$ cat src/hdl/lfm_defines.svh
`ifndef LFM_DEFINES_SVH
`define LFM_DEFINES_SVH

// Register byte offsets on the 8-bit register address.
`define LFM_OFF_CTRL      8'h00
`define LFM_OFF_DPORT_LO  8'h04
`define LFM_OFF_DPORT_HI  8'h08
`define LFM_OFF_FLAGS     8'h0C
`define LFM_OFF_TOS       8'h10
`define LFM_OFF_ICMP      8'h14
`define LFM_OFF_SIP       8'h18
`define LFM_OFF_SIP_MASK  8'h1C
`define LFM_OFF_DIP       8'h20
`define LFM_OFF_DIP_MASK  8'h24
`define LFM_OFF_STATUS    8'h28
`define LFM_OFF_HIT_CNT   8'h2C

// Control register fields.
`define LFM_CTRL_EN_BIT      0
`define LFM_CTRL_DPMODE_LSB  1
`define LFM_CTRL_TOSMODE_LSB 3
`define LFM_CTRL_ITYPE_BIT   5
`define LFM_CTRL_ICODE_BIT   6
`define LFM_CTRL_ACT_LSB     7

// Criterion value fields.
`define LFM_TOS_DSCP_LSB   0
`define LFM_TOS_PREC_LSB   8
`define LFM_ICMP_TYPE_LSB  0
`define LFM_ICMP_CODE_LSB  8

// Reset values.
`define LFM_RST_DPORT_LO  16'h0000
`define LFM_RST_DPORT_HI  16'hFFFF
`define LFM_RST_FLAGS     12'h000
`define LFM_RST_ADDR      32'h0000_0000
`define LFM_RST_MASK      32'hFFFF_FFFF

`endif

$ cat src/hdl/lfm_pkg.sv
package lfm_pkg;

    typedef enum logic [1:0] {
        LFM_PORT_ANY    = 2'h0,
        LFM_PORT_SINGLE = 2'h1,
        LFM_PORT_RANGE  = 2'h2
    } lfm_port_mode_e;

    typedef enum logic [1:0] {
        LFM_TOS_ANY  = 2'h0,
        LFM_TOS_DSCP = 2'h1,
        LFM_TOS_PREC = 2'h2
    } lfm_tos_mode_e;

    // Bit 1 says the flag is examined, bit 0 gives the wanted value.
    typedef enum logic [1:0] {
        LFM_FLAG_DONT_CARE = 2'h0,
        LFM_FLAG_UNSET     = 2'h2,
        LFM_FLAG_SET       = 2'h3
    } lfm_flag_e;

    typedef enum logic [1:0] {
        LFM_ACT_PERMIT   = 2'h0,
        LFM_ACT_DENY     = 2'h1,
        LFM_ACT_SHUTDOWN = 2'h2
    } lfm_action_e;

endpackage

$ cat src/hdl/lfm_cmp_if.sv
`timescale 1ns/10ps
interface lfm_cmp_if;
    import lfm_pkg::*;

    lfm_port_mode_e dport_mode;
    lfm_tos_mode_e  tos_mode;
    logic [15:0]    dport_lo;
    logic [15:0]    dport_hi;
    logic [11:0]    flag_crit;
    logic [5:0]     dscp;
    logic [2:0]     prec;
    logic           itype_en;
    logic [7:0]     itype;
    logic           icode_en;
    logic [7:0]     icode;
    logic [31:0]    sip;
    logic [31:0]    sip_mask;
    logic [31:0]    dip;
    logic [31:0]    dip_mask;
    logic [15:0]    frm_dport;
    logic [5:0]     frm_flags;
    logic [7:0]     frm_tos;
    logic [7:0]     frm_itype;
    logic [7:0]     frm_icode;
    logic [31:0]    frm_sip;
    logic [31:0]    frm_dip;
    logic           dport_ok;
    logic [5:0]     flags_ok;
    logic           tos_ok;
    logic           itype_ok;
    logic           icode_ok;
    logic           sip_ok;
    logic           dip_ok;

    modport src (
        output dport_mode, tos_mode, dport_lo, dport_hi, flag_crit, dscp,
        output prec, itype_en, itype, icode_en, icode, sip, sip_mask, dip,
        output dip_mask, frm_dport, frm_flags, frm_tos, frm_itype,
        output frm_icode, frm_sip, frm_dip,
        input  dport_ok, flags_ok, tos_ok, itype_ok, icode_ok, sip_ok, dip_ok
    );

    modport cmp (
        input  dport_mode, tos_mode, dport_lo, dport_hi, flag_crit, dscp,
        input  prec, itype_en, itype, icode_en, icode, sip, sip_mask, dip,
        input  dip_mask, frm_dport, frm_flags, frm_tos, frm_itype,
        input  frm_icode, frm_sip, frm_dip,
        output dport_ok, flags_ok, tos_ok, itype_ok, icode_ok, sip_ok, dip_ok
    );
endinterface

$ cat src/hdl/lfm_l4_matcher.sv
// Implementation choices: the placing of the registers and the plain strobed port.
`timescale 1ns/10ps
`include "lfm_defines.svh"
// Overview of operation
// - Port mode any ignores destination port.
// - Single mode needs port equal value.
// - Range mode needs port within bounds inclusive.
// - URG flag set, unset or don't care.
// - ACK flag set, unset or don't care.
// - PSH flag set, unset or don't care.
// - RST flag set, unset or don't care.
// - SYN flag set, unset or don't care.
// - FIN flag set, unset or don't care.
// - Service mode any ignores service byte.
// - DSCP mode needs DSCP field equal value.
// - Priority mode needs precedence bits equal.
// - ICMP type any accepts every type.
// - Explicit ICMP type must equal frame type.
// - ICMP code any ignores code field.
// - Defined ICMP code must equal frame code.
// - Hit applies permit forward or deny drop.
// - Mask bit zero compares, one ignores.
module lfm_l4_matcher (
    // Clock, reset and clock enable.
    input  wire logic        i_ref_clk,
    input  wire logic        i_arst_n,
    input  wire logic        i_clk_en,
    // Register port.
    input  wire logic [7:0]  i_addr,
    input  wire logic [31:0] i_wr_data,
    input  wire logic        i_wr_en,
    input  wire logic        i_rd_en,
    output logic      [31:0] o_rd_data,
    // Parsed header fields from the ingress parser.
    input  wire logic        i_frm_valid,
    input  wire logic [31:0] i_frm_sip,
    input  wire logic [31:0] i_frm_dip,
    input  wire logic [15:0] i_frm_dport,
    input  wire logic [5:0]  i_frm_tcp_flags,
    input  wire logic [7:0]  i_frm_tos,
    input  wire logic [7:0]  i_frm_icmp_type,
    input  wire logic [7:0]  i_frm_icmp_code,
    // Classification result.
    output logic             o_res_valid,
    output logic             o_hit,
    output logic             o_forward,
    output logic             o_learn,
    output logic             o_drop,
    output logic             o_shutdown
);
    import lfm_pkg::*;

    logic           ctrl_en;
    lfm_port_mode_e dport_mode;
    lfm_tos_mode_e  tos_mode;
    logic           itype_en;
    logic           icode_en;
    lfm_action_e    action;
    logic [15:0]    dport_lo;
    logic [15:0]    dport_hi;
    logic [11:0]    flag_crit;
    logic [5:0]     dscp;
    logic [2:0]     prec;
    logic [7:0]     itype;
    logic [7:0]     icode;
    logic [31:0]    sip;
    logic [31:0]    sip_mask;
    logic [31:0]    dip;
    logic [31:0]    dip_mask;
    logic [31:0]    hit_cnt;

    lfm_cmp_if cmp ();

    assign cmp.dport_mode = dport_mode;
    assign cmp.tos_mode   = tos_mode;
    assign cmp.dport_lo   = dport_lo;
    assign cmp.dport_hi   = dport_hi;
    assign cmp.flag_crit  = flag_crit;
    assign cmp.dscp       = dscp;
    assign cmp.prec       = prec;
    assign cmp.itype_en   = itype_en;
    assign cmp.itype      = itype;
    assign cmp.icode_en   = icode_en;
    assign cmp.icode      = icode;
    assign cmp.sip        = sip;
    assign cmp.sip_mask   = sip_mask;
    assign cmp.dip        = dip;
    assign cmp.dip_mask   = dip_mask;
    assign cmp.frm_dport  = i_frm_dport;
    assign cmp.frm_flags  = i_frm_tcp_flags;
    assign cmp.frm_tos    = i_frm_tos;
    assign cmp.frm_itype  = i_frm_icmp_type;
    assign cmp.frm_icode  = i_frm_icmp_code;
    assign cmp.frm_sip    = i_frm_sip;
    assign cmp.frm_dip    = i_frm_dip;

    lfm_field_cmp u_cmp (
        .c (cmp.cmp)
    );

    // Every criterion of the entry must hold together.
    wire all_met = ctrl_en && cmp.dport_ok && (&cmp.flags_ok) &&
                   cmp.tos_ok && cmp.itype_ok && cmp.icode_ok &&
                   cmp.sip_ok && cmp.dip_ok;
    wire take    = i_clk_en && i_frm_valid;
    wire is_perm = (action == LFM_ACT_PERMIT);
    wire is_shut = (action == LFM_ACT_SHUTDOWN);

    wire wr_ctrl  = i_wr_en && (i_addr == `LFM_OFF_CTRL);
    wire wr_dlo   = i_wr_en && (i_addr == `LFM_OFF_DPORT_LO);
    wire wr_dhi   = i_wr_en && (i_addr == `LFM_OFF_DPORT_HI);
    wire wr_flags = i_wr_en && (i_addr == `LFM_OFF_FLAGS);
    wire wr_tos   = i_wr_en && (i_addr == `LFM_OFF_TOS);
    wire wr_icmp  = i_wr_en && (i_addr == `LFM_OFF_ICMP);
    wire wr_sip   = i_wr_en && (i_addr == `LFM_OFF_SIP);
    wire wr_smask = i_wr_en && (i_addr == `LFM_OFF_SIP_MASK);
    wire wr_dip   = i_wr_en && (i_addr == `LFM_OFF_DIP);
    wire wr_dmask = i_wr_en && (i_addr == `LFM_OFF_DIP_MASK);
    wire wr_cnt   = i_wr_en && (i_addr == `LFM_OFF_HIT_CNT);

    wire [31:0] rd_ctrl   = {23'h0, action, icode_en, itype_en, tos_mode,
                             dport_mode, ctrl_en};
    wire [31:0] rd_tos    = {21'h0, prec, 2'h0, dscp};
    wire [31:0] rd_icmp   = {16'h0, icode, itype};
    wire [31:0] rd_status = {29'h0, o_drop, o_forward, o_hit};
    wire [31:0] rd_mux =
        (i_addr == `LFM_OFF_CTRL)     ? rd_ctrl :
        (i_addr == `LFM_OFF_DPORT_LO) ? {16'h0, dport_lo} :
        (i_addr == `LFM_OFF_DPORT_HI) ? {16'h0, dport_hi} :
        (i_addr == `LFM_OFF_FLAGS)    ? {20'h0, flag_crit} :
        (i_addr == `LFM_OFF_TOS)      ? rd_tos :
        (i_addr == `LFM_OFF_ICMP)     ? rd_icmp :
        (i_addr == `LFM_OFF_SIP)      ? sip :
        (i_addr == `LFM_OFF_SIP_MASK) ? sip_mask :
        (i_addr == `LFM_OFF_DIP)      ? dip :
        (i_addr == `LFM_OFF_DIP_MASK) ? dip_mask :
        (i_addr == `LFM_OFF_STATUS)   ? rd_status :
        (i_addr == `LFM_OFF_HIT_CNT)  ? hit_cnt : 32'h0;

    always_ff @(posedge i_ref_clk or negedge i_arst_n) begin
        if (!i_arst_n) begin
            ctrl_en    <= 1'b0;
            dport_mode <= LFM_PORT_ANY;
            tos_mode   <= LFM_TOS_ANY;
            itype_en   <= 1'b0;
            icode_en   <= 1'b0;
            action     <= LFM_ACT_PERMIT;
        end else if (i_clk_en && wr_ctrl) begin
            ctrl_en    <= i_wr_data[`LFM_CTRL_EN_BIT];
            dport_mode <= lfm_port_mode_e'(
                          i_wr_data[`LFM_CTRL_DPMODE_LSB +: 2]);
            tos_mode   <= lfm_tos_mode_e'(
                          i_wr_data[`LFM_CTRL_TOSMODE_LSB +: 2]);
            itype_en   <= i_wr_data[`LFM_CTRL_ITYPE_BIT];
            icode_en   <= i_wr_data[`LFM_CTRL_ICODE_BIT];
            action     <= lfm_action_e'(i_wr_data[`LFM_CTRL_ACT_LSB +: 2]);
        end
    end

    always_ff @(posedge i_ref_clk or negedge i_arst_n) begin
        if (!i_arst_n) begin
            dport_lo  <= `LFM_RST_DPORT_LO;
            dport_hi  <= `LFM_RST_DPORT_HI;
            flag_crit <= `LFM_RST_FLAGS;
        end else if (i_clk_en) begin
            if (wr_dlo) begin
                dport_lo <= i_wr_data[15:0];
            end
            if (wr_dhi) begin
                dport_hi <= i_wr_data[15:0];
            end
            if (wr_flags) begin
                flag_crit <= i_wr_data[11:0];
            end
        end
    end

    always_ff @(posedge i_ref_clk or negedge i_arst_n) begin
        if (!i_arst_n) begin
            dscp  <= 6'h0;
            prec  <= 3'h0;
            itype <= 8'h0;
            icode <= 8'h0;
        end else if (i_clk_en) begin
            if (wr_tos) begin
                dscp <= i_wr_data[`LFM_TOS_DSCP_LSB +: 6];
                prec <= i_wr_data[`LFM_TOS_PREC_LSB +: 3];
            end
            if (wr_icmp) begin
                itype <= i_wr_data[`LFM_ICMP_TYPE_LSB +: 8];
                icode <= i_wr_data[`LFM_ICMP_CODE_LSB +: 8];
            end
        end
    end

    // Masks reset to all ones so that the address criteria start open.
    always_ff @(posedge i_ref_clk or negedge i_arst_n) begin
        if (!i_arst_n) begin
            sip      <= `LFM_RST_ADDR;
            sip_mask <= `LFM_RST_MASK;
            dip      <= `LFM_RST_ADDR;
            dip_mask <= `LFM_RST_MASK;
        end else if (i_clk_en) begin
            if (wr_sip) begin
                sip <= i_wr_data;
            end
            if (wr_smask) begin
                sip_mask <= i_wr_data;
            end
            if (wr_dip) begin
                dip <= i_wr_data;
            end
            if (wr_dmask) begin
                dip_mask <= i_wr_data;
            end
        end
    end

    // A hit in the cycle of a counter write is counted after the clear, loading one.
    always_ff @(posedge i_ref_clk or negedge i_arst_n) begin
        if (!i_arst_n) begin
            hit_cnt <= 32'h0;
        end else if (i_clk_en) begin
            if (take && all_met) begin
                hit_cnt <= wr_cnt ? 32'h1 : hit_cnt + 32'h1;
            end else if (wr_cnt) begin
                hit_cnt <= 32'h0;
            end
        end
    end

    always_ff @(posedge i_ref_clk or negedge i_arst_n) begin
        if (!i_arst_n) begin
            o_rd_data <= 32'h0;
        end else if (i_clk_en) begin
            o_rd_data <= i_rd_en ? rd_mux : 32'h0;
        end
    end

    always_ff @(posedge i_ref_clk or negedge i_arst_n) begin
        if (!i_arst_n) begin
            o_res_valid <= 1'b0;
            o_hit       <= 1'b0;
            o_forward   <= 1'b0;
            o_learn     <= 1'b0;
            o_drop      <= 1'b0;
            o_shutdown  <= 1'b0;
        end else if (i_clk_en) begin
            o_res_valid <= i_frm_valid;
            if (i_frm_valid) begin
                o_hit      <= all_met;
                o_forward  <= all_met && is_perm;
                o_learn    <= all_met && is_perm;
                o_drop     <= all_met && !is_perm;
                o_shutdown <= all_met && is_shut;
            end
        end
    end
endmodule // lfm_l4_matcher

$ cat src/hdl/lfm_field_cmp.sv
`timescale 1ns/10ps
module lfm_field_cmp (
    // Criteria and frame fields in, per-criterion results out.
    lfm_cmp_if.cmp c
);
    import lfm_pkg::*;

    wire dport_eq = (c.frm_dport == c.dport_lo);
    wire dport_in = (c.frm_dport >= c.dport_lo) &&
                    (c.frm_dport <= c.dport_hi);
    wire dscp_eq  = (c.frm_tos[7:2] == c.dscp);
    wire prec_eq  = (c.frm_tos[7:5] == c.prec);

    always_comb begin
        unique case (c.dport_mode)
            LFM_PORT_ANY:    c.dport_ok = 1'b1;
            LFM_PORT_SINGLE: c.dport_ok = dport_eq;
            LFM_PORT_RANGE:  c.dport_ok = dport_in;
            default:         c.dport_ok = 1'b0;
        endcase
    end

    always_comb begin
        unique case (c.tos_mode)
            LFM_TOS_ANY:  c.tos_ok = 1'b1;
            LFM_TOS_DSCP: c.tos_ok = dscp_eq;
            LFM_TOS_PREC: c.tos_ok = prec_eq;
            default:      c.tos_ok = 1'b0;
        endcase
    end

    // Index 0 is FIN up to index 5 for URG.
    genvar gi;
    generate
        for (gi = 0; gi < 6; gi++) begin : g_flag
            assign c.flags_ok[gi] = !c.flag_crit[2*gi+1] ||
                (c.frm_flags[gi] == c.flag_crit[2*gi]);
        end
    endgenerate

    assign c.itype_ok = !c.itype_en || (c.frm_itype == c.itype);
    assign c.icode_ok = !c.icode_en || (c.frm_icode == c.icode);
    assign c.sip_ok   = ((c.frm_sip ^ c.sip) & ~c.sip_mask) == 32'h0;
    assign c.dip_ok   = ((c.frm_dip ^ c.dip) & ~c.dip_mask) == 32'h0;
endmodule // lfm_field_cmp

$ cat config.mk
export PLATFORM = sky130hd
export DESIGN_NAME = lfm_l4_matcher
export DESIGN_NICKNAME = d
export VERILOG_FILES = /design/src/hdl/lfm_pkg.sv /design/src/hdl/lfm_cmp_if.sv /design/src/hdl/lfm_l4_matcher.sv /design/src/hdl/lfm_field_cmp.sv
export VERILOG_INCLUDE_DIRS = /design/src /design/src/hdl
export SDC_FILE = /design/constraint.sdc
export NUM_CORES = 1
export LEC_CHECK = 0
export BUFFER_PORTS_ARGS = -buffer_cell sky130_fd_sc_hd__buf_2
export CAP_MARGIN = 10
export CELL_PAD_IN_SITES_DETAIL_PLACEMENT = 0
export CELL_PAD_IN_SITES_GLOBAL_PLACEMENT = 1
export CORE_MARGIN = 3
export CORE_UTILIZATION = 48
export CTS_BUF_LIST = sky130_fd_sc_hd__clkbuf_4
export DETAILED_ROUTE_END_ITERATION = 12
export PLACE_DENSITY = 0.8
export REMOVE_ABC_BUFFERS = 1
export SKIP_CTS_REPAIR_TIMING = 1
export SYNTH_ARGS = -nofsm -noshare
export SYNTH_HDL_FRONTEND = slang
export SYNTH_SLANG_ARGS = --single-unit
$ cat constraint.sdc
create_clock -name i_ref_clk -period 2.8 [get_ports i_ref_clk]
set_input_delay 0.42 -clock i_ref_clk [delete_from_list [all_inputs] [get_ports i_ref_clk]]
set_output_delay 0.42 -clock i_ref_clk [all_outputs]
set_load 0.01 [all_outputs]
==> report_table.html, run 1 <==
<table>
<tr><th>Metric</th><th>Value</th></tr>
<tr><th colspan="2">Clock network</th></tr>
<tr><td>Clock latency on the worst-skew pair</td><td>0.70 ns</td></tr>
<tr><td>CTS Root Cell</td><td>clkbuf_4</td></tr>
<tr><td>Number of clock sinks</td><td>275</td></tr>
<tr><td>Maximum number of buffers from clock root to sink</td><td>3</td></tr>
<tr><td>H-Tree Depth</td><td>3</td></tr>
<tr><td>Clock buffers created by TritonCTS</td><td>76</td></tr>
<tr><td>CTS clock-pin slew for the worst setup and hold paths</td><td>0.06 ns</td></tr>
<tr><td>Clock tree from TritonCTS</td><td>yes</td></tr>
<tr><th colspan="2">Yosys</th></tr>
<tr><td>Top cell type by total area after synthesis</td><td>dfrtp_1</td></tr>
<tr><td>Area share of the leading cell type in the synthesized netlist</td><td>0.336</td></tr>
<tr><td>Synthesis warning total</td><td>0</td></tr>
<tr><td>Flops &amp; latches, synth</td><td>275</td></tr>
<tr><td>Synth Instances</td><td>1307</td></tr>
<tr><td>Distinct cell type count of the synthesized netlist</td><td>60</td></tr>
<tr><td>Post-Syn Area</td><td>14500 sq um</td></tr>
<tr><td>Count of flip-flops with a built-in enable after synthesis</td><td>0</td></tr>
<tr><td>Post-synthesis average cell area</td><td>11.1 sq um</td></tr>
<tr><td>Top FF cell, synth</td><td>dfrtp_1</td></tr>
<tr><td>Top area cells in the synthesized netlist</td><td>dfrtp_1, mux2_2, dfstp_2</td></tr>
<tr><td>Share of synthesized flip-flops with an asynchronous set or reset</td><td>1.00</td></tr>
<tr><td>Fraction of the yosys area taken by sequential cells</td><td>0.480</td></tr>
<tr><th colspan="2">Floorplanning</th></tr>
<tr><td>Die Outline Area</td><td>32400 sq um</td></tr>
<tr><td>Standard cell core area</td><td>29700 sq um</td></tr>
<tr><td>X dimension of the die</td><td>180 um</td></tr>
<tr><td>Starting density of the core</td><td>0.489</td></tr>
<tr><td>Die height</td><td>180 um</td></tr>
<tr><td>Number of standard-cell rows in the floorplan</td><td>63</td></tr>
<tr><td>Boundary Pins</td><td>194</td></tr>
<tr><th colspan="2">Placed design</th></tr>
<tr><td>Setup slack at placement</td><td>-0.0343 ns</td></tr>
<tr><td>Total placed cells including tap cells</td><td>1900</td></tr>
<tr><td>HPWL reported at the end of detailed placement</td><td>34400 um</td></tr>
<tr><td>Global placer's final weighted congestion</td><td>0.907</td></tr>
<tr><td>Port bufs</td><td>191</td></tr>
<tr><th colspan="2">Timing</th></tr>
<tr><td>Number of endpoints failing setup at the final stage</td><td>0</td></tr>
<tr><td>Fmax achieved</td><td>358 MHz</td></tr>
<tr><td>Final worst setup slack</td><td>0.00623 ns</td></tr>
<tr><td>Final hold viol count</td><td>0</td></tr>
<tr><td>Final max-slew violation count</td><td>0</td></tr>
<tr><td>Post-route clock skew</td><td>0.0500 ns</td></tr>
<tr><td>Total negative slack</td><td>0 ns</td></tr>
<tr><td>Worst Max-Slew Pin Slew</td><td>0.641 ns</td></tr>
<tr><td>Ratio of final minimum period to clock period</td><td>0.998</td></tr>
<tr><td>Min Clock Period, post-route</td><td>2.79 ns</td></tr>
<tr><td>Unrepaired setup endpoints after global routing</td><td>yes</td></tr>
<tr><td>Normalized max-slew margin</td><td>0.571</td></tr>
<tr><th colspan="2">Drt</th></tr>
<tr><td>Violation count after the first detailed-routing iteration</td><td>1189</td></tr>
<tr><td>Detailed Route WL</td><td>47700 um</td></tr>
<tr><td>Count of unresolved DRC violations after routing</td><td>0</td></tr>
<tr><td>Per-cell routed wire length</td><td>23.2 um</td></tr>
<tr><td>Number of optimization iterations in the first detailed-route pass</td><td>6</td></tr>
<tr><td>Total via count in the routed design</td><td>12209</td></tr>
<tr><td>Routed Antenna Nets</td><td>0</td></tr>
<tr><td>Vias per Instance</td><td>5.93</td></tr>
<tr><th colspan="2">Flow run</th></tr>
<tr><td>Max-cap check violation count</td><td>0</td></tr>
<tr><th colspan="2">Worst setup path</th></tr>
<tr><td>Critical path cell sequence</td><td>inv_2, ha_4, nand4_1, nor3_1, nand2_1, o31a_1, o211ai_1, buf_4, nand4b_2, and2_4, a211o_1</td></tr>
<tr><td>Critical path buffers and inverters</td><td>2</td></tr>
<tr><td>Maximum fanout along the worst path</td><td>8</td></tr>
<tr><td>Arrival @ worst endpoint</td><td>3.35 ns</td></tr>
<tr><td>Data required time at the worst endpoint</td><td>3.36 ns</td></tr>
<tr><td>WS Path Type</td><td>flip-flop to flip-flop</td></tr>
<tr><td>Crit-path max cell delay</td><td>0.54 ns</td></tr>
<tr><td>Top delay family on crit path</td><td>simple AND/OR/NAND/NOR gates</td></tr>
<tr><td>Crit-path slowest cell</td><td>dfstp_2</td></tr>
<tr><td>Category of the worst setup path capture point</td><td>flip-flop</td></tr>
<tr><td>Element type at the critical path start</td><td>flip-flop</td></tr>
<tr><th colspan="2">Cells and area</th></tr>
<tr><td>Layout overhead on the synthesized area</td><td>21.6%</td></tr>
<tr><td>Filler-free cell count of the finished design</td><td>2058</td></tr>
<tr><td>Fraction of layout cells with a size suffix above 1</td><td>0.444</td></tr>
<tr><td>Final-stage net count</td><td>1791</td></tr>
<tr><th colspan="2">Global routing</th></tr>
<tr><td>Global route total overflow</td><td>0</td></tr>
<tr><td>Antenna violations before repair</td><td>1</td></tr>
<tr><td>Number of global-route vias before repair</td><td>12389</td></tr>
<tr><td>Global-route wire length before repair</td><td>70900 um</td></tr>
<tr><td>Gr usage total</td><td>0.281</td></tr>
<tr><td>Maximum number of pins on one net before global-route repair</td><td>76</td></tr>
<tr><th colspan="2">Power</th></tr>
<tr><td>Power density over the cells</td><td>500 nW/um^2</td></tr>
<tr><td>Largest vdd supply drop</td><td>0.322 mV</td></tr>
<tr><td>Leakage power total</td><td>8.32 nW</td></tr>
<tr><th colspan="2">Worst hold path</th></tr>
<tr><td>Min-delay worst type</td><td>input port to flip-flop</td></tr>
<tr><th colspan="2">Outcome</th></tr>
<tr><td>Outcome</td><td>finished, final reports clean</td></tr>
</table>
==> power breakdown <==
part           switching (mW)  internal, mW
sequential             0.0869          4.08
clock                    1.73          2.24
combinational           0.396         0.305
total                    2.21          6.63
==> routing by layer <==
layer	GRT usage	up-vias	wire length (um)
met1	0.377	6096	19900
met2	0.452	527	22600
met5	0	-	0
li1	-	5507	-
met3	0.0610	79	3650
met4	0.108	0	1490
==> final timing paths <==
kind                             startpoint          endpoint  slack (ns)  cells after the start
max reg2reg                cmp.dport_hi[15]       hit_cnt[21]       0.006                     11
min                           i_wr_data[31]       cmp.sip[31]       0.003                      2
min reg2reg                    o_rd_data[7]      o_rd_data[7]        0.50                      1
min in group asynchronous          i_arst_n        cmp.sip[7]        0.33                      2
max in group asynchronous          i_arst_n  cmp.dport_hi[12]        1.58                      3
max                        cmp.dport_hi[15]       hit_cnt[21]       0.006                     11
==> placed cells by master, fill, tap and decap left out, drive strengths merged, types with 10 or more instances in the layout <==
| cell type | netlist | final |
|---|---|---|
| nor2 | 47 | 47 |
| xnor2 | 84 | 84 |
| nor4 | 11 | 11 |
| inv | 80 | 82 |
| buf | 37 | 269 |
| nand2 | 81 | 81 |
| o22ai | 64 | 64 |
| a211o | 12 | 12 |
| a221oi | 22 | 22 |
| o221ai | 12 | 12 |
| dfrtp | 195 | 195 |
| a21o | 25 | 25 |
| nand4 | 25 | 25 |
| or3 | 10 | 10 |
| dfstp | 80 | 80 |
| a222oi | 24 | 24 |
| nand2b | 13 | 13 |
| ha | 33 | 33 |
| a21oi | 52 | 52 |
| a22oi | 29 | 29 |
| nand3 | 25 | 25 |
| mux2 | 208 | 208 |
| nor3 | 18 | 18 |
| clkbuf | 23 | 130 |
| o21ai | 25 | 25 |
| xor2 | 12 | 12 |
==> cell type report <==
type / instances / area [sq um]
multi-input cells: 894 / 7120
fillers: 2528 / 12000
inverters: 80 / 300
diodes: 3 / 7.51
clock buffers: 128 / 961
well taps: 390 / 488
clock inverters: 13 / 103
repair buffers: 275 / 1720
flip-flops and latches: 275 / 6980
==> logic make-up (layout without fill, tap and decap cells) <==
kind of cell	Yosys count	in the layout	synth area share
AO/OA/AOI/OAI	296	296	0.145
AND/OR/NAND/NOR	258	260	0.0887
adder cells (fa/ha/maj)	33	33	0.0284
buffers and inverters	140	496	0.0385
flip-flops	275	275	0.480
XOR/XNOR	96	96	0.0578
multiplexers	209	209	0.162
other	0	3	0
==> cells in the mapped netlist (all sizes together) (2+ instances only) <==
cell type  count
nand2b        13
a221o          2
o2bb2ai        2
and2           4
or4            3
nor2          47
a21oi         52
inv           80
nand4b         2
nor3b          2
a21o          25
ha            33
nor3          18
nor4          11
o2111ai        2
o221ai        12
nand2         81
nand3b         2
a211o         12
xor2          12
o22ai         64
buf           37
o41ai          3
a221oi        22
a22o           6
o31ai          3
nand3         25
or2            9
a222oi        24
clkbuf        23
xnor2         84
mux2         208
dfrtp        195
a22oi         29
o21ai         25
dfstp         80
a211oi         6
nand4         25
o211ai         2
or3           10
==> flip-flops by register name, summed over array words and instances (netlist names), 6 cells and up <==
register / flops
cmp.flag_crit: 12
cmp.dport_hi: 16
cmp.sip_mask: 32
hit_cnt: 32
cmp.dport_lo: 16
cmp.dip_mask: 32
cmp.icode: 8
cmp.dip: 32
o_rd_data: 32
cmp.itype: 8
cmp.dscp: 6
cmp.sip: 32
==> per-stage QoR <==
stage | hold slack (ns) | utilization | power [mW] | area, sq um
6_report | 0.00251 | 0.595 | 8.84 | 17700
5_1_grt | 0.00154 | 0.595 | 9.19 | 17700
4_1_cts | -0.287 | 0.586 | 8.90 | 17400
3_5_place_dp | 0.456 | 0.550 | 4.93 | 16300
3_3_place_gp | 0.461 | 0.550 | 4.91 | 16300
2_1_floorplan | 0.124 | - | 4.49 | 14300
No activity file was read; power rests on OpenSTA's default activity.
==> inputs of run 2 (changes only) <==
--- a/config.mk
+++ b/config.mk
@@ -6,14 +6,16 @@
 export SDC_FILE = /design/constraint.sdc
 export NUM_CORES = 1
 export LEC_CHECK = 0
+export ABC_AREA = 1
 export BUFFER_PORTS_ARGS = -buffer_cell sky130_fd_sc_hd__buf_2
-export CAP_MARGIN = 10
+export CAP_MARGIN = 30
 export CELL_PAD_IN_SITES_DETAIL_PLACEMENT = 0
 export CELL_PAD_IN_SITES_GLOBAL_PLACEMENT = 1
 export CORE_MARGIN = 3
-export CORE_UTILIZATION = 48
+export CORE_UTILIZATION = 44
 export CTS_BUF_LIST = sky130_fd_sc_hd__clkbuf_4
 export DETAILED_ROUTE_END_ITERATION = 12
+export MAX_ROUTING_LAYER = met4
 export PLACE_DENSITY = 0.8
 export REMOVE_ABC_BUFFERS = 1
 export SKIP_CTS_REPAIR_TIMING = 1
==> report_table.html, run 2 <==
<table>
<tr><th>Metric</th><th>Value</th></tr>
<tr><th colspan="2">Outcome</th></tr>
<tr><td>Outcome</td><td>finished, final reports clean</td></tr>
<tr><th colspan="2">Cells and area</th></tr>
<tr><td>Most frequent cells in the layout</td><td>nand2_1, inv_1, dfrtp_1</td></tr>
<tr><td>Filler-free cell count of the finished design</td><td>3086</td></tr>
<tr><td>Fraction of layout cells with a size suffix above 1</td><td>0.191</td></tr>
<tr><td>Layout overhead on the synthesized area</td><td>18.3%</td></tr>
<tr><td>Leading cell type in the layout, fill and taps excluded</td><td>nand2_1</td></tr>
<tr><td>Filler instances</td><td>3695</td></tr>
<tr><td>Core utilization of the finished layout</td><td>0.533</td></tr>
<tr><td>Final-stage net count</td><td>2748</td></tr>
<tr><th colspan="2">Flow run</th></tr>
<tr><td>Max-cap check violation count</td><td>0</td></tr>
<tr><th colspan="2">Worst setup path</th></tr>
<tr><td>Critical path buffers and inverters</td><td>3</td></tr>
<tr><td>Element type at the critical path start</td><td>flip-flop</td></tr>
<tr><td>Critical path cell sequence</td><td>inv_1, ha_1, nand2_1, nor4_1, buf_4, nand3_1, nand2_1, nand3_1, nand2_1, nand2_2, buf_12, nand3_1, nand2_1</td></tr>
<tr><td>Crit-path max cell delay</td><td>0.54 ns</td></tr>
<tr><td>Data required time at the worst endpoint</td><td>3.43 ns</td></tr>
<tr><td>Maximum fanout along the worst path</td><td>19</td></tr>
<tr><td>Category of the worst setup path capture point</td><td>flip-flop</td></tr>
<tr><td>Most common cell type on the critical path</td><td>nand2_1</td></tr>
<tr><td>Crit-path slowest cell</td><td>dfstp_2</td></tr>
<tr><td>Top delay family on crit path</td><td>simple AND/OR/NAND/NOR gates</td></tr>
<tr><td>WS Path Type</td><td>flip-flop to flip-flop</td></tr>
<tr><td>Arrival @ worst endpoint</td><td>3.10 ns</td></tr>
<tr><th colspan="2">Power</th></tr>
<tr><td>Net switching fraction of the power</td><td>0.272</td></tr>
<tr><td>Power density over the cells</td><td>471 nW/um^2</td></tr>
<tr><td>NetSw</td><td>2.45 mW</td></tr>
<tr><td>Cell-internal power</td><td>6.56 mW</td></tr>
<tr><td>Part of the power in registers</td><td>0.461</td></tr>
<tr><td>Leakage power total</td><td>9.39 nW</td></tr>
<tr><td>Comb pwr share</td><td>0.091</td></tr>
<tr><td>Largest vdd supply drop</td><td>0.246 mV</td></tr>
<tr><td>Clock share of power</td><td>0.448</td></tr>
<tr><th colspan="2">Floorplanning</th></tr>
<tr><td>Number of standard-cell rows in the floorplan</td><td>69</td></tr>
<tr><td>Standard cell core area</td><td>35900 sq um</td></tr>
<tr><td>Starting density of the core</td><td>0.450</td></tr>
<tr><td>Boundary Pins</td><td>194</td></tr>
<tr><td>Die Outline Area</td><td>39100 sq um</td></tr>
<tr><td>X dimension of the die</td><td>198 um</td></tr>
<tr><td>Die height</td><td>198 um</td></tr>
<tr><th colspan="2">Timing</th></tr>
<tr><td>Number of endpoints failing setup at the final stage</td><td>0</td></tr>
<tr><td>Unrepaired setup endpoints after global routing</td><td>no</td></tr>
<tr><td>Final hold viol count</td><td>0</td></tr>
<tr><td>Worst Max-Slew Pin Slew</td><td>0.779 ns</td></tr>
<tr><td>Final worst setup slack</td><td>0.336 ns</td></tr>
<tr><td>Total negative slack</td><td>0 ns</td></tr>
<tr><td>Normalized max-slew margin</td><td>0.481</td></tr>
<tr><td>Fmax achieved</td><td>406 MHz</td></tr>
<tr><td>Min Clock Period, post-route</td><td>2.46 ns</td></tr>
<tr><td>Final max-slew violation count</td><td>0</td></tr>
<tr><td>Post-route clock skew</td><td>0.0520 ns</td></tr>
<tr><td>Ratio of final minimum period to clock period</td><td>0.880</td></tr>
<tr><td>Worst hold margin</td><td>0.0260 ns</td></tr>
<tr><th colspan="2">Placed design</th></tr>
<tr><td>Port bufs</td><td>191</td></tr>
<tr><td>HPWL reported at the end of detailed placement</td><td>42000 um</td></tr>
<tr><td>Global placer's final weighted congestion</td><td>0.911</td></tr>
<tr><td>Total placed cells including tap cells</td><td>2919</td></tr>
<tr><td>Setup slack at placement</td><td>0.391 ns</td></tr>
<tr><th colspan="2">Drt</th></tr>
<tr><td>Number of optimization iterations in the first detailed-route pass</td><td>6</td></tr>
<tr><td>Routed Antenna Nets</td><td>0</td></tr>
<tr><td>Detailed Route WL</td><td>56700 um</td></tr>
<tr><td>Violation count after the first detailed-routing iteration</td><td>1320</td></tr>
<tr><td>Vias per Instance</td><td>5.23</td></tr>
<tr><td>Total via count in the routed design</td><td>16153</td></tr>
<tr><td>Per-cell routed wire length</td><td>18.4 um</td></tr>
<tr><td>Count of unresolved DRC violations after routing</td><td>0</td></tr>
<tr><th colspan="2">Yosys</th></tr>
<tr><td>Count of flip-flops with a built-in enable after synthesis</td><td>0</td></tr>
<tr><td>Synth Instances</td><td>2296</td></tr>
<tr><td>Post-Syn Area</td><td>16200 sq um</td></tr>
<tr><td>Synth Area in Compound Gates</td><td>0.119</td></tr>
<tr><td>Top cell type by total area after synthesis</td><td>dfrtp_1</td></tr>
<tr><td>Main combinational cell family by area after synthesis</td><td>simple AND/OR/NAND/NOR gates</td></tr>
<tr><td>Flops &amp; latches, synth</td><td>275</td></tr>
<tr><td>Post-synthesis average cell area</td><td>7.05 sq um</td></tr>
<tr><td>Top FF cell, synth</td><td>dfrtp_1</td></tr>
<tr><td>Area share of the leading cell type in the synthesized netlist</td><td>0.302</td></tr>
<tr><td>Post-synthesis mux area share</td><td>0</td></tr>
<tr><td>Share of synthesized flip-flops with an asynchronous set or reset</td><td>1.00</td></tr>
<tr><td>Simple-gate share of the synthesized area</td><td>0.309</td></tr>
<tr><td>Share of synthesized cell area in full adder, half adder and majority cells</td><td>0.0255</td></tr>
<tr><td>Distinct cell type count of the synthesized netlist</td><td>38</td></tr>
<tr><td>Xor/xnor cell area share of the yosys netlist</td><td>0.0206</td></tr>
<tr><td>Synthesis warning total</td><td>0</td></tr>
<tr><td>Top area cells in the synthesized netlist</td><td>dfrtp_1, nand2_1, dfstp_2</td></tr>
<tr><td>Most instantiated cells after synthesis</td><td>nand2_1, inv_1, dfrtp_1</td></tr>
<tr><td>Fraction of the yosys area taken by sequential cells</td><td>0.432</td></tr>
<tr><td>Most common cell in the synthesized netlist</td><td>nand2_1</td></tr>
<tr><th colspan="2">Clock network</th></tr>
<tr><td>H-Tree Depth</td><td>3</td></tr>
<tr><td>Clock latency on the worst-skew pair</td><td>0.78 ns</td></tr>
<tr><td>Maximum number of buffers from clock root to sink</td><td>3</td></tr>
<tr><td>CTS Root Cell</td><td>clkbuf_4</td></tr>
<tr><td>Number of clock sinks</td><td>275</td></tr>
<tr><td>Clock tree from TritonCTS</td><td>yes</td></tr>
<tr><td>CTS clock-pin slew for the worst setup and hold paths</td><td>0.06 ns</td></tr>
<tr><td>Clock buffers created by TritonCTS</td><td>80</td></tr>
<tr><th colspan="2">Global routing</th></tr>
<tr><td>Global-route wire length before repair</td><td>87000 um</td></tr>
<tr><td>Maximum number of pins on one net before global-route repair</td><td>89</td></tr>
<tr><td>Antenna violations before repair</td><td>2</td></tr>
<tr><td>Met2 layer usage reported by global route</td><td>0.440</td></tr>
<tr><td>Gr usage total</td><td>0.299</td></tr>
<tr><td>Met1 demand-to-capacity share in global routing</td><td>0.416</td></tr>
<tr><td>Number of global-route vias before repair</td><td>15379</td></tr>
<tr><td>Global route total overflow</td><td>0</td></tr>
<tr><td>Gr busiest metal</td><td>met2</td></tr>
<tr><td>Met3 track demand over resource</td><td>0.0606</td></tr>
<tr><th colspan="2">Worst hold path</th></tr>
<tr><td>Min-delay worst type</td><td>input port to flip-flop</td></tr>
</table>
run 2: cell types whose count changed in the layout (fill, tap and decap cells not counted), moves of 24 or more:
cell,delta
a21oi_1,+31
a21o_1,-25
mux2_2,-208
o21ai_1,+120
nand4_1,+42
nor2_1,+102
a22oi_1,-29
o22ai_1,-48
xnor2_1,-68
o21ai_0,+101
nand3_1,+110
inv_1,+213
nand2_1,+691
a222oi_1,-24
run 2: path summary, 6_finish.rpt:
path | from | to | slack [ns] | cells past startpoint
min reg2reg | o_res_valid | o_res_valid | 0.47 | 2
min in group asynchronous | i_arst_n | hit_cnt[24] | 0.24 | 2
min | i_clk_en | o_res_valid | 0.03 | 3
max in group asynchronous | i_arst_n | cmp.dport_hi[7] | 1.64 | 3
max | cmp.dport_hi[15] | hit_cnt[21] | 0.34 | 13
max reg2reg | cmp.dport_hi[15] | hit_cnt[21] | 0.34 | 13
run 2: kinds of logic after synthesis:
group | count (synthesis)
xor+xnor | 38
flops | 275
fa+ha+maj | 33
buf+inv | 398
simple gates | 1188
compound gates | 364
run 2: area by class of cell:
class / count / area, sq um / share of cell area
antenna: 3 / 7.51 / 0.000392
tap: 461 / 577 / 0.0301
multi-input combinational: 1623 / 7680 / 0.401
clock buffer: 131 / 983 / 0.0514
timing repair buffer: 263 / 1640 / 0.0858
sequential: 275 / 6980 / 0.365
clock inverter: 14 / 83.8 / 0.00438
inverter: 316 / 1190 / 0.0620
run 2: through the flow:
stage	power, mW	area (sq um)
finish	9.01	19100
CTS	9.11	18900
global route	9.47	19100
global placement	5.00	17900
detailed placement	5.02	17900
floorplan	4.57	15800
run 2: metal layers:
metal  routed length, um  part of all wire
met4                1600             0.028
met2               24800              0.44
met1               26000              0.46
met3                4270             0.075
met5                   0                 0
run 2: power by group through the flow:
stage / registers, mW / logic, mW / clock network, mW
2_1_floorplan: 4.20 / 0.366 / 0
3_3_place_gp: 4.22 / 0.784 / 0
3_5_place_dp: 4.22 / 0.800 / 0
4_1_cts: 4.15 / 0.803 / 4.15
5_1_grt: 4.16 / 0.923 / 4.38
6_report: 4.16 / 0.820 / 4.04
run 2: worst reg2reg max path, cell delays in order (launching register included):
cell	delay, ns
dfstp_2	0.54
inv_1	0.04
ha_1	0.28
nand2_1	0.10
nor4_1	0.29
buf_4	0.18
nand3_1	0.06
nand2_1	0.09
nand3_1	0.07
nand2_1	0.21
nand2_2	0.15
buf_12	0.18
nand3_1	0.07
nand2_1	0.07
==> inputs of run 3 (changes only) <==
--- a/config.mk
+++ b/config.mk
@@ -9,14 +9,12 @@
 export ABC_AREA = 1
 export BUFFER_PORTS_ARGS = -buffer_cell sky130_fd_sc_hd__buf_2
 export CAP_MARGIN = 30
-export CELL_PAD_IN_SITES_DETAIL_PLACEMENT = 0
-export CELL_PAD_IN_SITES_GLOBAL_PLACEMENT = 1
 export CORE_MARGIN = 3
-export CORE_UTILIZATION = 44
+export CORE_UTILIZATION = 55
 export CTS_BUF_LIST = sky130_fd_sc_hd__clkbuf_4
 export DETAILED_ROUTE_END_ITERATION = 12
 export MAX_ROUTING_LAYER = met4
-export PLACE_DENSITY = 0.8
+export PLACE_DENSITY = 0.76
 export REMOVE_ABC_BUFFERS = 1
 export SKIP_CTS_REPAIR_TIMING = 1
 export SYNTH_ARGS = -nofsm -noshare
==> constraint.sdc (replaced) <==
create_clock -name i_ref_clk -period 2.1 [get_ports i_ref_clk]
set_input_delay 0.315 -clock i_ref_clk [delete_from_list [all_inputs] [get_ports i_ref_clk]]
set_output_delay 0.315 -clock i_ref_clk [all_outputs]
set_load 0.01 [all_outputs]
==> report_table.html, run 3 (synthesized netlist as in run 2, its figures left out) <==
<table>
<tr><th>Metric</th><th>Value</th></tr>
<tr><th colspan="2">Clock network</th></tr>
<tr><td>CTS Root Cell</td><td>clkbuf_4</td></tr>
<tr><td>Clock tree from TritonCTS</td><td>yes</td></tr>
<tr><td>Number of clock sinks</td><td>275</td></tr>
<tr><td>Maximum number of buffers from clock root to sink</td><td>3</td></tr>
<tr><td>CTS clock-pin slew for the worst setup and hold paths</td><td>0.07 ns</td></tr>
<tr><td>Clock latency on the worst-skew pair</td><td>0.74 ns</td></tr>
<tr><td>H-Tree Depth</td><td>3</td></tr>
<tr><td>Clock buffers created by TritonCTS</td><td>78</td></tr>
<tr><th colspan="2">Cells and area</th></tr>
<tr><td>Final-stage net count</td><td>2797</td></tr>
<tr><td>Most frequent cells in the layout</td><td>nand2_1, inv_1, dfrtp_1</td></tr>
<tr><td>Layout overhead on the synthesized area</td><td>22.2%</td></tr>
<tr><td>Filler instances</td><td>2538</td></tr>
<tr><td>Core utilization of the finished layout</td><td>0.685</td></tr>
<tr><td>Fraction of layout cells with a size suffix above 1</td><td>0.215</td></tr>
<tr><td>Leading cell type in the layout, fill and taps excluded</td><td>nand2_1</td></tr>
<tr><th colspan="2">Drt</th></tr>
<tr><td>Total via count in the routed design</td><td>17022</td></tr>
<tr><td>Detailed Route WL</td><td>54800 um</td></tr>
<tr><td>Count of unresolved DRC violations after routing</td><td>0</td></tr>
<tr><td>Number of optimization iterations in the first detailed-route pass</td><td>8</td></tr>
<tr><td>Vias per Instance</td><td>5.58</td></tr>
<tr><td>Routed Antenna Nets</td><td>0</td></tr>
<tr><td>Per-cell routed wire length</td><td>17.9 um</td></tr>
<tr><td>Violation count after the first detailed-routing iteration</td><td>1669</td></tr>
<tr><th colspan="2">Floorplanning</th></tr>
<tr><td>Die Outline Area</td><td>31500 sq um</td></tr>
<tr><td>Die height</td><td>178 um</td></tr>
<tr><td>Starting density of the core</td><td>0.561</td></tr>
<tr><td>Number of standard-cell rows in the floorplan</td><td>62</td></tr>
<tr><td>Standard cell core area</td><td>28900 sq um</td></tr>
<tr><td>X dimension of the die</td><td>178 um</td></tr>
<tr><td>Boundary Pins</td><td>194</td></tr>
<tr><th colspan="2">Worst setup path</th></tr>
<tr><td>WS Path Type</td><td>flip-flop to flip-flop</td></tr>
<tr><td>Arrival @ worst endpoint</td><td>2.94 ns</td></tr>
<tr><td>Element type at the critical path start</td><td>flip-flop</td></tr>
<tr><td>Most common cell type on the critical path</td><td>nand2_2</td></tr>
<tr><td>Crit-path slowest cell</td><td>dfstp_2</td></tr>
<tr><td>Maximum fanout along the worst path</td><td>8</td></tr>
<tr><td>Critical path cell sequence</td><td>inv_1, ha_4, nand2_2, nor4_2, buf_4, nand2_1, nand2_2, nand2_2, nand3_2, nand2_4, nand2_8, buf_6, nand3_1, nand2_1</td></tr>
<tr><td>Category of the worst setup path capture point</td><td>flip-flop</td></tr>
<tr><td>Critical path buffers and inverters</td><td>3</td></tr>
<tr><td>Data required time at the worst endpoint</td><td>2.74 ns</td></tr>
<tr><td>Top delay family on crit path</td><td>simple AND/OR/NAND/NOR gates</td></tr>
<tr><td>Crit-path max cell delay</td><td>0.53 ns</td></tr>
<tr><th colspan="2">Flow run</th></tr>
<tr><td>Max-cap check violation count</td><td>0</td></tr>
<tr><th colspan="2">Worst hold path</th></tr>
<tr><td>Min-delay worst type</td><td>input port to flip-flop</td></tr>
<tr><th colspan="2">Power</th></tr>
<tr><td>Largest vdd supply drop</td><td>0.462 mV</td></tr>
<tr><td>Power density over the cells</td><td>594 nW/um^2</td></tr>
<tr><td>Leakage power total</td><td>9.68 nW</td></tr>
<tr><th colspan="2">Placed design</th></tr>
<tr><td>Setup slack at placement</td><td>-0.250 ns</td></tr>
<tr><td>Port bufs</td><td>191</td></tr>
<tr><td>Global placer's final weighted congestion</td><td>0.970</td></tr>
<tr><td>HPWL reported at the end of detailed placement</td><td>39900 um</td></tr>
<tr><th colspan="2">Timing</th></tr>
<tr><td>Number of endpoints failing setup at the final stage</td><td>36</td></tr>
<tr><td>Final max-slew violation count</td><td>0</td></tr>
<tr><td>Min Clock Period, post-route</td><td>2.30 ns</td></tr>
<tr><td>Worst Max-Slew Pin Slew</td><td>0.577 ns</td></tr>
<tr><td>Final hold viol count</td><td>0</td></tr>
<tr><td>Fmax achieved</td><td>434 MHz</td></tr>
<tr><td>Post-route clock skew</td><td>0.0544 ns</td></tr>
<tr><td>Final worst setup slack</td><td>-0.204 ns</td></tr>
<tr><td>Unrepaired setup endpoints after global routing</td><td>yes</td></tr>
<tr><td>Ratio of final minimum period to clock period</td><td>1.10</td></tr>
<tr><td>Normalized max-slew margin</td><td>0.605</td></tr>
<tr><th colspan="2">Outcome</th></tr>
<tr><td>Violated checks</td><td>negative setup slack</td></tr>
<tr><td>Outcome</td><td>finished with violations</td></tr>
<tr><th colspan="2">Global routing</th></tr>
<tr><td>Maximum number of pins on one net before global-route repair</td><td>52</td></tr>
<tr><td>Antenna violations before repair</td><td>2</td></tr>
<tr><td>Global-route wire length before repair</td><td>82800 um</td></tr>
<tr><td>Gr usage total</td><td>0.347</td></tr>
<tr><td>Global route total overflow</td><td>0</td></tr>
<tr><td>Number of global-route vias before repair</td><td>15581</td></tr>
</table>
[run 3: changes by cell type in the layout (fill, tap and decap cells not counted), sizes merged, moves of 2 or more]
| cell | delta |
|---|---|
| clkinvlp | +2 |
| buf | +43 |
| clkbuf | -10 |
| clkinv | +5 |
| dlygate4sd3 | +5 |
[run 3: metrics by stage]
stage | cells | setup TNS (ns) | area, sq um | hold slack (ns) | power (mW)
6_report | 3053 | -5.88 | 19800 | 0.00674 | 11.7
3_3_place_gp | 2881 | -6.03 | 18200 | 0.290 | 6.68
3_5_place_dp | 2881 | -7.97 | 18200 | 0.289 | 6.71
2_1_floorplan | 2214 | -72.82 | 15800 | 0.0194 | 6.10
4_1_cts | 3020 | -11.02 | 19200 | -0.468 | 11.8
5_1_grt | 3053 | -10.81 | 19800 | 0.00305 | 12.2
[run 3: layer usage]
| metal | part of all wire | vias up | GRT usage |
|---|---|---|---|
| met4 | 0.037 | 0 | 0.128 |
| met5 | 0 | - | - |
| met3 | 0.11 | 177 | 0.0841 |
| met1 | 0.40 | 7936 | 0.455 |
| met2 | 0.45 | 863 | 0.525 |
| li1 | - | 8046 | - |
[run 3: tightest hold or removal path, delay by kind of cell]
kind	cells	cell delay, ns
AO/OA/AOI/OAI	1	0.17
buffers and inverters	2	0.21
[run 3: final timing paths]
check,startpoint,to,slack (ns),depth (start not counted)
max,cmp.dport_hi[14],hit_cnt[9],-0.20,14
min,i_wr_data[10],cmp.sip[10],0.007,3
max reg2reg,cmp.dport_hi[14],hit_cnt[9],-0.20,14
min reg2reg,o_res_valid,o_res_valid,0.47,2
max in group asynchronous,i_arst_n,cmp.dport_hi[7],1.13,3
min in group asynchronous,i_arst_n,hit_cnt[27],0.16,2
[run 3: final cells by class]
class                   instances  area [sq um]  area share
diodes                          2          5.00    0.000253
flip-flops and latches        275          6980       0.353
clock buffers                 118           886      0.0448
clock inverters                21           106     0.00538
repair buffers                314          2240       0.113
multi-input cells            1623          7900       0.399
well taps                     384           480      0.0243
inverters                     316          1190      0.0600
[run 3: report_power, final]
part | internal (mW) | switching [mW] | leakage (nW)
Combinational | 0.436 | 0.732 | 5.56
Sequential | 5.45 | 0.0925 | 3.54
Clock | 2.59 | 2.46 | 0.588
Total | 8.47 | 3.28 | 9.68
